File: src/pin_mux_pkg.sv
package pin_mux_pkg;

  // Register byte offsets on the Avalon-MM slave
  localparam logic [5:0] OFS_BUS_CTRL   = 6'h00; // ext_bus_control_reg
  localparam logic [5:0] OFS_E_PULLUP   = 6'h04; // port_e_pullup_reg
  localparam logic [5:0] OFS_A_PULLUP   = 6'h08; // port_a_pullup_reg
  localparam logic [5:0] OFS_E_PERIPH   = 6'h0c; // port_e_periph_enable_reg
  localparam logic [5:0] OFS_A_PERIPH   = 6'h10; // port_a_periph_enable_reg
  localparam logic [5:0] OFS_E_DIR      = 6'h14; // port_e_dir_reg
  localparam logic [5:0] OFS_A_DIR      = 6'h18; // port_a_dir_reg
  localparam logic [5:0] OFS_E_DATA     = 6'h1c; // port_e_data_reg
  localparam logic [5:0] OFS_A_DATA     = 6'h20; // port_a_data_reg
  localparam logic [5:0] OFS_E_LEVEL    = 6'h24; // port_e_level_reg, read only
  localparam logic [5:0] OFS_A_LEVEL    = 6'h28; // port_a_level_reg, read only

  // Field layout
  localparam int unsigned BUS_DRIVE_KEEP_BIT = 0;  // bus_drive_keep in ext_bus_control_reg
  localparam int unsigned PORT_E_LSB         = 2;  // Port E pins 2 and 3 sit at bits 3:2
  localparam int unsigned PORT_E_MSB         = 3;
  localparam int unsigned PORT_A_LSB         = 0;  // Port A pin n sits at bit n
  localparam int unsigned PORT_A_MSB         = 7;
  localparam int unsigned NUM_PINS           = 10; // Pins 1:0 are port E, 9:2 are port A

  // Reset values
  localparam logic       BUS_DRIVE_KEEP_RST = 1'b0;
  localparam logic [1:0] E_PULLUP_RST       = 2'b11;
  localparam logic [7:0] A_PULLUP_RST       = 8'hff;
  localparam logic [1:0] E_PERIPH_RST       = 2'b11;
  localparam logic [7:0] A_PERIPH_RST       = 8'hff;
  localparam logic [1:0] E_DIR_RST          = 2'b00;
  localparam logic [7:0] A_DIR_RST          = 8'h00;
  localparam logic [1:0] E_DATA_RST         = 2'b00;
  localparam logic [7:0] A_DATA_RST         = 8'h00;

  // Synchroniser depth for pad inputs
  localparam int unsigned SYNC_STAGES = 2;

endpackage : pin_mux_pkg

File: src/address_gpio_pin_mux.sv
// Chosen here: the register addresses and the Avalon-MM register port.
`timescale 1ns/1ps

module address_gpio_pin_mux
(
  input  wire logic                             clk_in,                 // System clock, 20 MHz
  input  wire logic                             nrst_in,                // Synchronous reset, active low
  // Avalon-MM slave
  input  wire logic [5:0]                       avs_address_in,         // Byte address
  input  wire logic                             avs_read_in,            // Read request
  input  wire logic                             avs_write_in,           // Write request
  input  wire logic [3:0]                       avs_byteenable_in,      // Byte lanes
  input  wire logic [31:0]                      avs_writedata_in,       // Write data
  output logic      [31:0]                      avs_readdata_out,       // Read data
  output logic                                  avs_waitrequest_out,    // Stall, high until answer
  // External memory interface side
  input  wire logic [1:0]                       ext_addr_bits_6_7_in,   // Address bits 7:6
  input  wire logic [7:0]                       ext_addr_bits_8_15_in,  // Address bits 15:8
  input  wire logic                             ext_bus_active_in,      // External access in progress
  output logic                                  ctrl_oe_out,            // Enable for memory control pins
  // Shared pads: bits 1:0 port E pins 2-3, bits 9:2 port A pins 0-7
  input  wire logic [pin_mux_pkg::NUM_PINS-1:0] pad_in,                 // Pad levels, asynchronous
  output logic      [pin_mux_pkg::NUM_PINS-1:0] pad_out,                // Pad output value
  output logic      [pin_mux_pkg::NUM_PINS-1:0] pad_oe_out,             // Pad driver enable, high drives
  output logic      [pin_mux_pkg::NUM_PINS-1:0] pad_pullup_out          // Pull-up enable, high on
);

  import pin_mux_pkg::*;

  ////////////////////////////////////////////////////////////////////////////////
  // Register state
  logic                   bus_drive_keep_reg;
  logic                   bus_drive_keep_next;
  logic [1:0]             e_pullup_reg;
  logic [1:0]             e_pullup_next;
  logic [7:0]             a_pullup_reg;
  logic [7:0]             a_pullup_next;
  logic [1:0]             e_periph_reg;
  logic [1:0]             e_periph_next;
  logic [7:0]             a_periph_reg;
  logic [7:0]             a_periph_next;
  logic [1:0]             e_dir_reg;
  logic [1:0]             e_dir_next;
  logic [7:0]             a_dir_reg;
  logic [7:0]             a_dir_next;
  logic [1:0]             e_data_reg;
  logic [1:0]             e_data_next;
  logic [7:0]             a_data_reg;
  logic [7:0]             a_data_next;
  logic [31:0]            readdata_reg;
  logic [31:0]            readdata_next;
  logic                   waitrequest_reg;
  logic                   waitrequest_next;
  logic                   write_take;
  logic [7:0]             wbyte;

  // Pad state
  logic [NUM_PINS-1:0]    pad_out_reg;
  logic [NUM_PINS-1:0]    pad_out_next;
  logic [NUM_PINS-1:0]    pad_oe_reg;
  logic [NUM_PINS-1:0]    pad_oe_next;
  logic [NUM_PINS-1:0]    pad_pullup_reg;
  logic [NUM_PINS-1:0]    pad_pullup_next;
  logic                   ctrl_oe_reg;
  logic                   ctrl_oe_next;
  logic [NUM_PINS-1:0]    pad_level;

  // Collected per-pin views: bit order matches the pad vector
  logic [NUM_PINS-1:0]    addr_vec;
  logic [NUM_PINS-1:0]    periph_vec;
  logic [NUM_PINS-1:0]    dir_vec;
  logic [NUM_PINS-1:0]    data_vec;
  logic [NUM_PINS-1:0]    pullup_vec;

  ////////////////////////////////////////////////////////////////////////////////
  // Pad input synchroniser
  pad_sync #(
    .WIDTH    (NUM_PINS)
  ) u_pad_sync (
    .clk_in   (clk_in),
    .nrst_in  (nrst_in),
    .async_in (pad_in),
    .sync_out (pad_level)
  );

  ////////////////////////////////////////////////////////////////////////////////
  // Bus slave: one wait cycle, then the answer; write lands on the answering edge
  assign write_take = avs_write_in & ~waitrequest_reg;
  assign wbyte      = avs_writedata_in[7:0];

  always_comb
  begin
    waitrequest_next    = ~((avs_read_in | avs_write_in) & waitrequest_reg);
    readdata_next       = readdata_reg;
    bus_drive_keep_next = bus_drive_keep_reg;
    e_pullup_next       = e_pullup_reg;
    a_pullup_next       = a_pullup_reg;
    e_periph_next       = e_periph_reg;
    a_periph_next       = a_periph_reg;
    e_dir_next          = e_dir_reg;
    a_dir_next          = a_dir_reg;
    e_data_next         = e_data_reg;
    a_data_next         = a_data_reg;
    // Read data is captured in the wait cycle so it stands at the answering edge
    if (avs_read_in & waitrequest_reg)
    begin
      readdata_next = 32'h0000_0000; // Unmapped offsets read zero
      case (avs_address_in)
        OFS_BUS_CTRL: readdata_next[BUS_DRIVE_KEEP_BIT]     = bus_drive_keep_reg;
        OFS_E_PULLUP: readdata_next[PORT_E_MSB:PORT_E_LSB]  = e_pullup_reg;
        OFS_A_PULLUP: readdata_next[PORT_A_MSB:PORT_A_LSB]  = a_pullup_reg;
        OFS_E_PERIPH: readdata_next[PORT_E_MSB:PORT_E_LSB]  = e_periph_reg;
        OFS_A_PERIPH: readdata_next[PORT_A_MSB:PORT_A_LSB]  = a_periph_reg;
        OFS_E_DIR:    readdata_next[PORT_E_MSB:PORT_E_LSB]  = e_dir_reg;
        OFS_A_DIR:    readdata_next[PORT_A_MSB:PORT_A_LSB]  = a_dir_reg;
        OFS_E_DATA:   readdata_next[PORT_E_MSB:PORT_E_LSB]  = e_data_reg;
        OFS_A_DATA:   readdata_next[PORT_A_MSB:PORT_A_LSB]  = a_data_reg;
        OFS_E_LEVEL:  readdata_next[PORT_E_MSB:PORT_E_LSB]  = pad_level[1:0];
        OFS_A_LEVEL:  readdata_next[PORT_A_MSB:PORT_A_LSB]  = pad_level[9:2];
        default:      readdata_next                         = 32'h0000_0000;
      endcase
    end
    // All fields live in byte lane 0; other lanes and unmapped offsets are ignored
    if (write_take & avs_byteenable_in[0])
    begin
      case (avs_address_in)
        OFS_BUS_CTRL: bus_drive_keep_next = wbyte[BUS_DRIVE_KEEP_BIT];
        OFS_E_PULLUP: e_pullup_next = wbyte[PORT_E_MSB:PORT_E_LSB];
        OFS_A_PULLUP: a_pullup_next = wbyte[PORT_A_MSB:PORT_A_LSB];
        OFS_E_PERIPH: e_periph_next = wbyte[PORT_E_MSB:PORT_E_LSB];
        OFS_A_PERIPH: a_periph_next = wbyte[PORT_A_MSB:PORT_A_LSB];
        OFS_E_DIR:    e_dir_next    = wbyte[PORT_E_MSB:PORT_E_LSB];
        OFS_A_DIR:    a_dir_next    = wbyte[PORT_A_MSB:PORT_A_LSB];
        OFS_E_DATA:   e_data_next   = wbyte[PORT_E_MSB:PORT_E_LSB];
        OFS_A_DATA:   a_data_next   = wbyte[PORT_A_MSB:PORT_A_LSB];
        default:      ;
      endcase
    end
  end

  // Register stage for the bus and configuration
  always_ff @(posedge clk_in)
  begin
    if (!nrst_in)
    begin
      waitrequest_reg    <= 1'b1;
      readdata_reg       <= 32'h0000_0000;
      bus_drive_keep_reg <= BUS_DRIVE_KEEP_RST; // Default lets the bus float when idle
      e_pullup_reg       <= E_PULLUP_RST;
      a_pullup_reg       <= A_PULLUP_RST;
      e_periph_reg       <= E_PERIPH_RST;       // Address function after reset
      a_periph_reg       <= A_PERIPH_RST;
      e_dir_reg          <= E_DIR_RST;
      a_dir_reg          <= A_DIR_RST;
      e_data_reg         <= E_DATA_RST;
      a_data_reg         <= A_DATA_RST;
    end
    else
    begin
      waitrequest_reg    <= waitrequest_next;
      readdata_reg       <= readdata_next;
      bus_drive_keep_reg <= bus_drive_keep_next;
      e_pullup_reg       <= e_pullup_next;
      a_pullup_reg       <= a_pullup_next;
      e_periph_reg       <= e_periph_next;
      a_periph_reg       <= a_periph_next;
      e_dir_reg          <= e_dir_next;
      a_dir_reg          <= a_dir_next;
      e_data_reg         <= e_data_next;
      a_data_reg         <= a_data_next;
    end
  end

  ////////////////////////////////////////////////////////////////////////////////
  // Per-pin views, port E in the low two bits, port A above
  assign addr_vec   = {ext_addr_bits_8_15_in, ext_addr_bits_6_7_in};
  assign periph_vec = {a_periph_reg, e_periph_reg};
  assign dir_vec    = {a_dir_reg, e_dir_reg};
  assign data_vec   = {a_data_reg, e_data_reg};
  assign pullup_vec = {a_pullup_reg, e_pullup_reg}; // Pull-up bit n serves pin n

  // Pad mux: address pins drive during an access, or always when drive-keep is set
  always_comb
  begin
    ctrl_oe_next = ext_bus_active_in | bus_drive_keep_reg;
    for (int i = 0; i < NUM_PINS; i++)
    begin
      if (periph_vec[i])
      begin
        pad_out_next[i] = addr_vec[i];
        pad_oe_next[i]  = ctrl_oe_next;
      end
      else
      begin
        pad_out_next[i] = data_vec[i];
        pad_oe_next[i]  = dir_vec[i];
      end
      // Pull-up only when the pad is not driven, so it never fights the driver
      pad_pullup_next[i] = pullup_vec[i] & ~pad_oe_next[i];
    end
  end

  // Pad registers: reset releases drivers and turns pull-ups on
  always_ff @(posedge clk_in)
  begin
    if (!nrst_in)
    begin
      pad_out_reg    <= '0;
      pad_oe_reg     <= '0;
      pad_pullup_reg <= '1;
      ctrl_oe_reg    <= 1'b0;
    end
    else
    begin
      pad_out_reg    <= pad_out_next;
      pad_oe_reg     <= pad_oe_next;
      pad_pullup_reg <= pad_pullup_next;
      ctrl_oe_reg    <= ctrl_oe_next;
    end
  end

  ////////////////////////////////////////////////////////////////////////////////
  // Outputs, all straight from flops
  assign avs_readdata_out    = readdata_reg;
  assign avs_waitrequest_out = waitrequest_reg;
  assign pad_out             = pad_out_reg;
  assign pad_oe_out          = pad_oe_reg;
  assign pad_pullup_out      = pad_pullup_reg;
  assign ctrl_oe_out         = ctrl_oe_reg;

endmodule // address_gpio_pin_mux

File: src/pad_sync.sv
`timescale 1ns/1ps

////////////////////////////////////////////////////////////////////////////////
// Two-flop synchroniser for asynchronous pad levels
module pad_sync
#(
  parameter int unsigned WIDTH = 10
)
(
  input  wire logic             clk_in,  // System clock
  input  wire logic             nrst_in, // Synchronous reset, active low
  input  wire logic [WIDTH-1:0] async_in, // Raw pad levels
  output logic      [WIDTH-1:0] sync_out  // Levels safe to read
);

  logic [WIDTH-1:0] stage1_reg;
  logic [WIDTH-1:0] stage1_next;
  logic [WIDTH-1:0] stage2_reg;
  logic [WIDTH-1:0] stage2_next;

  // First stage feeds only the second, so no logic sees a metastable value
  always_comb
  begin
    stage1_next = async_in;
    stage2_next = stage1_reg;
  end

  always_ff @(posedge clk_in)
  begin
    if (!nrst_in)
    begin
      stage1_reg <= '0;
      stage2_reg <= '0;
    end
    else
    begin
      stage1_reg <= stage1_next;
      stage2_reg <= stage2_next;
    end
  end

  assign sync_out = stage2_reg;

endmodule // pad_sync

File: config.mk
export PLATFORM = sky130hd
export DESIGN_NAME = address_gpio_pin_mux
export DESIGN_NICKNAME = d
export VERILOG_FILES = /design/src/pin_mux_pkg.sv /design/src/address_gpio_pin_mux.sv /design/src/pad_sync.sv
export SDC_FILE = /design/constraint.sdc
export NUM_CORES = 1
export LEC_CHECK = 0
export BUFFER_PORTS_ARGS = -buffer_cell sky130_fd_sc_hd__buf_2
export CAP_MARGIN = 30
export CORE_MARGIN = 5
export CORE_UTILIZATION = 46
export DETAILED_ROUTE_END_ITERATION = 12
export PLACE_DENSITY = 0.76
export SLEW_MARGIN = 20
export SYNTH_ARGS = -nofsm -noshare
export SYNTH_HDL_FRONTEND = slang
export SYNTH_SLANG_ARGS = --single-unit
File: constraint.sdc
create_clock -name clk_in -period 1.5 [get_ports clk_in]
set_input_delay 0.3 -clock clk_in [delete_from_list [all_inputs] [get_ports clk_in]]
set_output_delay 0.3 -clock clk_in [all_outputs]
set_load 0.005 [all_outputs]
[After elaboration in Yosys (flattened, before gate mapping)]
Index checks and enable logic that the tools add are counted.
Storage, ports and cells
  register bits after elaboration: 101
  input bits: 67
  output and inout port bits: 64
  logic and storage cells: 89
Cells by class
  equality and inequality tests: 10
  muxes and demuxes: 24
  bitwise logic cells: 28
  reduce and logical (&&, ||, !) cells: 10
Operators by type and width (number)
  == test 6 x 5 -> 1 bit (second input constant): 4
  two-way mux 1 bit: 20
  one-hot mux 2 bit (10 select lines): 1
  one-hot mux 4 bit (5 select lines): 1
  == test 6 bit (second input constant): 3
  AND reduction 2 bit: 9
  bitwise AND 1 bit: 14
  == test 6 x 4 -> 1 bit (second input constant): 2
  inverter 1 bit: 12
  == test 6 x 3 -> 1 bit (second input constant): 1
  zero test 6 bit: 1
  one-hot mux 1 bit (6 select lines): 1
  one-hot mux 1 bit (5 select lines): 1
  OR 1 bit: 2

[Longest topological paths before layout]
  depth in word-level cells: 4
  gate-level depth with buffers: 6
  gate-level depth less buffers: 4

[Modules after synthesis]
A second synthesis with hierarchy kept.
Second synthesis, totals
  cell total of the unflattened synthesis: 426
  area, all modules: 4152.7 µm²
Modules (own cells, without submodules)
  address_gpio_pin_mux: instances 1, cells each 384, area an instance 3590.9 µm², seq. area each 1621.6 µm²
  pad_sync: instances 1, cells each 42, area an instance 561.8 µm², seq. area each 400.4 µm²

[Worst setup path before layout]
Ideal clock, no wire load.
  path type: input-to-reg
  start: input avs_address_in[3]
  end: register readdata_reg[1] (netlist: avs_readdata_out[1])
  setup time: 0.074 ns
  arrival time: 1.493 ns
  required time: 1.426 ns
  setup slack: -0.067 ns
  stages on the path: 5
  path buffers: 1
  path through: buf_6 or4_4 nor3_4 a22oi_1 a31oi_1
On the way
  longest elaborated chain between the ends: 2
  elaborated cells between the ends (all ways): 6
  those cells by class: 5 x eq/ne; 1 x mux
Ends and longest elaborated chain
  start, declared: RTL line address_gpio_pin_mux.sv:9  | input wire logic [5:0] avs_address_in,
  == test 6 bit, or another cell as far along: RTL line address_gpio_pin_mux.sv:108  | case (avs_address_in)
  one-hot mux 1 bit (5 select lines) *: RTL line address_gpio_pin_mux.sv:108
  end signal, assigned: RTL line address_gpio_pin_mux.sv:161  | readdata_reg <= readdata_next;
  end, declared: RTL line address_gpio_pin_mux.sv:50  | logic [31:0] readdata_reg;
Every way passes the cells marked *; elsewhere a longest branch is shown, timed or not.
A chain may end at the register's enable or synchronous reset.

[Final worst setup path]
  start: register waitrequest_reg (netlist: avs_waitrequest_out)
  end: register a_dir_reg[4]
On the way
  longest elaborated chain between the ends: 4
Ends and longest elaborated chain
  start, declared: RTL line address_gpio_pin_mux.sv:52  | logic waitrequest_reg;
  start signal, assigned: RTL line address_gpio_pin_mux.sv:160  | waitrequest_reg <= waitrequest_next;
  inverter 1 bit: RTL line address_gpio_pin_mux.sv:88  | assign write_take = avs_write_in & ~waitrequest_reg;
  bitwise AND 1 bit: RTL line address_gpio_pin_mux.sv:88
  bitwise AND 1 bit: RTL line address_gpio_pin_mux.sv:124  | if (write_take & avs_byteenable_in[0])
  AND reduction 2 bit (no source line)
  end signal, assigned: RTL line address_gpio_pin_mux.sv:168  | a_dir_reg <= a_dir_next;
  end, declared: RTL line address_gpio_pin_mux.sv:44  | logic [7:0] a_dir_reg;
No other way between the ends.

==> summary.md <==
| Metric | Value |
|---|---|
| Outcome | `complete, no violations` |
| PwrDens | `1034 nW/µm²` |
| Synth Register Bits | `101` |
| Largest family of logic cells by synthesized area | `simple AND/OR/NAND/NOR gates` |
| Compound-Gate Fraction of Synth Area | `11.79%` |
| CORE AREA | `8806 µm²` |
| Place WS | `-0.2218 ns` |
| IO Pins | `131` |
| Die area | `11090 µm²` |
| Max Root-Sink Buffers | `2` |
| Worst vdd ir | `0.0004167 V` |
| Final TNS setup | `0 ns` |
| Setup WS post-layout | `0.1004 ns` |
| Vias in the first global route | `3206` |
| Vias after detailed routing | `3133` |
| Max Cap Viol | `0` |
| DP Area | `4693 µm²` |
| Mapped Area | `4180 µm²` |
| Kind of critical path | `register to register` |
| Clock Latency Late Sink | `0.37 ns` |
| Largest net degree at the start of global routing | `94` |
| Global-route wire length before repair | `15.52 mm` |
| Clock edge transition at the registers on the reported setup and hold paths | `0.10 ns` |
| Root buffer cell | `clkbuf_8` |
| Clock skew | `0.01501 ns` |
| CTS buffer count | `9` |
| Ys Warns | `0` |
| TritonCTS clock tree | `built` |
| Die H | `105.3 µm` |
| Post-synth top area share | `48.37%` |
| IO Port Bufs | `79` |
| Hold slack | `0.1333 ns` |
| DRT antenna net count | `0` |
| Final Max Tran Viols | `0` |
| Register area share after synthesis | `48.37%` |
| Data arrival time of the worst path | `1.65 ns` |
| Number of nets in the layout | `582` |
| Slew HR | `65.78%` |
| Most area-hungry cell type in the Yosys netlist | `dfxtp_1` |
| HPWL Detailed | `6.783 mm` |
| Layout cells sized above 1 | `25.19%` |
| Mapped Cells | `426` |
| CP max FO | `8` |
| Diode count | `0` |
| Max Clk Rate | `714.5 MHz` |
| Syn_area_per_cell | `9.813 µm²` |
| Hold Path Class | `primary input to register` |
| Post-synthesis mux area share | `11.76%` |
| Number of enable flip-flop cells after synthesis | `0` |
| Drt pass-1 iters | `4` |
| Grt ovf | `0` |
| Fin area | `4912 µm²` |
| Initial antenna violation count | `0` |
| Final setup fails | `0` |
| Vias per cell | `4.989` |
| GRT Overall Usage | `17.07%` |
| WL/cell | `14.90 µm` |
| Min Tclk post-route | `1.400 ns` |
| Ranking of synthesized cells by area | `dfxtp_1 (48%), mux2i_1 (11%), nand2_1 (4.8%), buf_4 (4.7%), nor2b_1 (3.7%)` |
| Slew at the pin closest to its max-slew limit | `0.5004 ns` |
| P&R area growth vs syn | `17.51%` |
| Ys flop type | `dfxtp_1` |
| Area share of xor/xnor cells in the synthesized design | `0%` |
| Distinct cells, synth | `44` |
| # DRC | `0` |
| CTS H-tree depth | `3` |
| Initial Util | `47.47%` |
| CP Data Required Time | `1.75 ns` |
| # rows | `34` |
| Asr flop ratio synth | `0%` |
| CP Capture Type | `register` |
| RSZ-0062 raised after global routing | `no` |
| Total power | `5077 µW` |
| Final worst-path cycle share | `93.31%` |
| RePlAce Congestion | `0.8518` |
| Fillers | `776` |
| Clk sinks | `101` |
| Hold Buf Count CTS | `0` |
| P_leak | `0.002418 µW` |
| Chip width | `105.3 µm` |
| CP startpoint kind | `register` |
| Final hold vios | `0` |
| Final WL | `9.357 mm` |
| Synth Area in Adders | `0%` |
| Simple-Gate Fraction of Synth Area | `18.68%` |
| DR iter-0 viols | `171` |
[cells by family after synthesis]
logic type	after synthesis
buffers and inverters	63
other	1
flip-flops	101
AO/OA/AOI/OAI	68
AND/OR/NAND/NOR	144
multiplexers	49
[final timing paths]
path / cells after the start / slack, ns / endpoint / start
setup reg to reg: 5 / 0.10 / a_dir_reg[4] / avs_waitrequest_out
setup / recovery: 5 / 0.10 / a_dir_reg[4] / avs_waitrequest_out
hold / removal: 2 / 0.13 / u_pad_sync.stage1_reg[0] / pad_in[0]
hold reg to reg: 1 / 0.44 / u_pad_sync.sync_out[6] / u_pad_sync.stage1_reg[6]
[power by group]
part	internal, µW	switching (µW)
clock network	883	954
logic	210	242
registers	2760	23.5
[cells in the mapped netlist (2+ instances only)]
library cell / n
a21boi_1: 5
a31oi_1: 6
o21ai_0: 9
nor2b_1: 25
nor2_1: 4
nor4_1: 4
buf_4: 26
and3_1: 2
clkbuf_1: 13
mux2i_1: 48
o211a_1: 10
nand3_1: 22
inv_1: 12
a21oi_1: 12
a22oi_1: 8
buf_6: 6
dfxtp_1: 101
o2bb2ai_1: 8
nand2_1: 53
and2_1: 23
buf_2: 4
a21boi_0: 3
[critical path, stage by stage (launching register included)]
cell     delay [ns]
dfxtp_1        0.33
and3b_2        0.33
and3_1         0.23
buf_12         0.15
mux2i_1        0.20
nor2b_1        0.06
[metrics by stage]
stage | util, % | instances
floorplan | - | 449
global placement | 53.30 | 612
detailed placement | 53.30 | 612
CTS | 55.77 | 628
global route | 55.78 | 628
finish | 55.78 | 628
[cell usage in the layout, fill, tap and decap left out, types with 2 or more instances in the layout]
master and n:
a21boi_0 3, a21boi_1 5, a21oi_1 12, a22oi_1 8, a31oi_1 6, and2_1 23, and3_1 2, buf_12 3
buf_2 79, buf_4 24, clkbuf_8 11, conb_1 24, dfxtp_1 101, inv_1 12, mux2i_1 48, nand2_1 53
nand3_1 22, nor2_1 4, nor2b_1 25, nor4_1 4, o211a_1 10, o21ai_0 9, o2bb2ai_1 8
[repair_timing]
item | CTS | global route
setup buffers | 0 | 0
setup endpoints to repair | 0 | 11
resized for setup | 0 | 1
[final cells by class]
| cell class | count | area [µm²] | area share (%) |
|---|---|---|---|
| clock buffers | 11 | 151.4 | 3.082 |
| inverters | 12 | 45.04 | 0.9170 |
| well taps | 108 | 135.1 | 2.751 |
| multi-input cells | 285 | 1857 | 37.80 |
| repair buffers | 106 | 635.6 | 12.94 |
| flip-flops and latches | 101 | 2022 | 41.16 |
| clock inverters | 5 | 66.31 | 1.350 |
[layer usage]
| metal | up-vias | track usage (%) | routed length (µm) |
|---|---|---|---|
| met5 | - | 0 | 0 |
| met4 | 0 | 8.622 | 209 |
| met3 | 16 | 2.751 | 570 |
| met2 | 98 | 26.18 | 4101 |
| met1 | 1429 | 23.25 | 4475 |
| li1 | 1590 | - | - |
No activity file was read; power rests on OpenSTA's default activity.
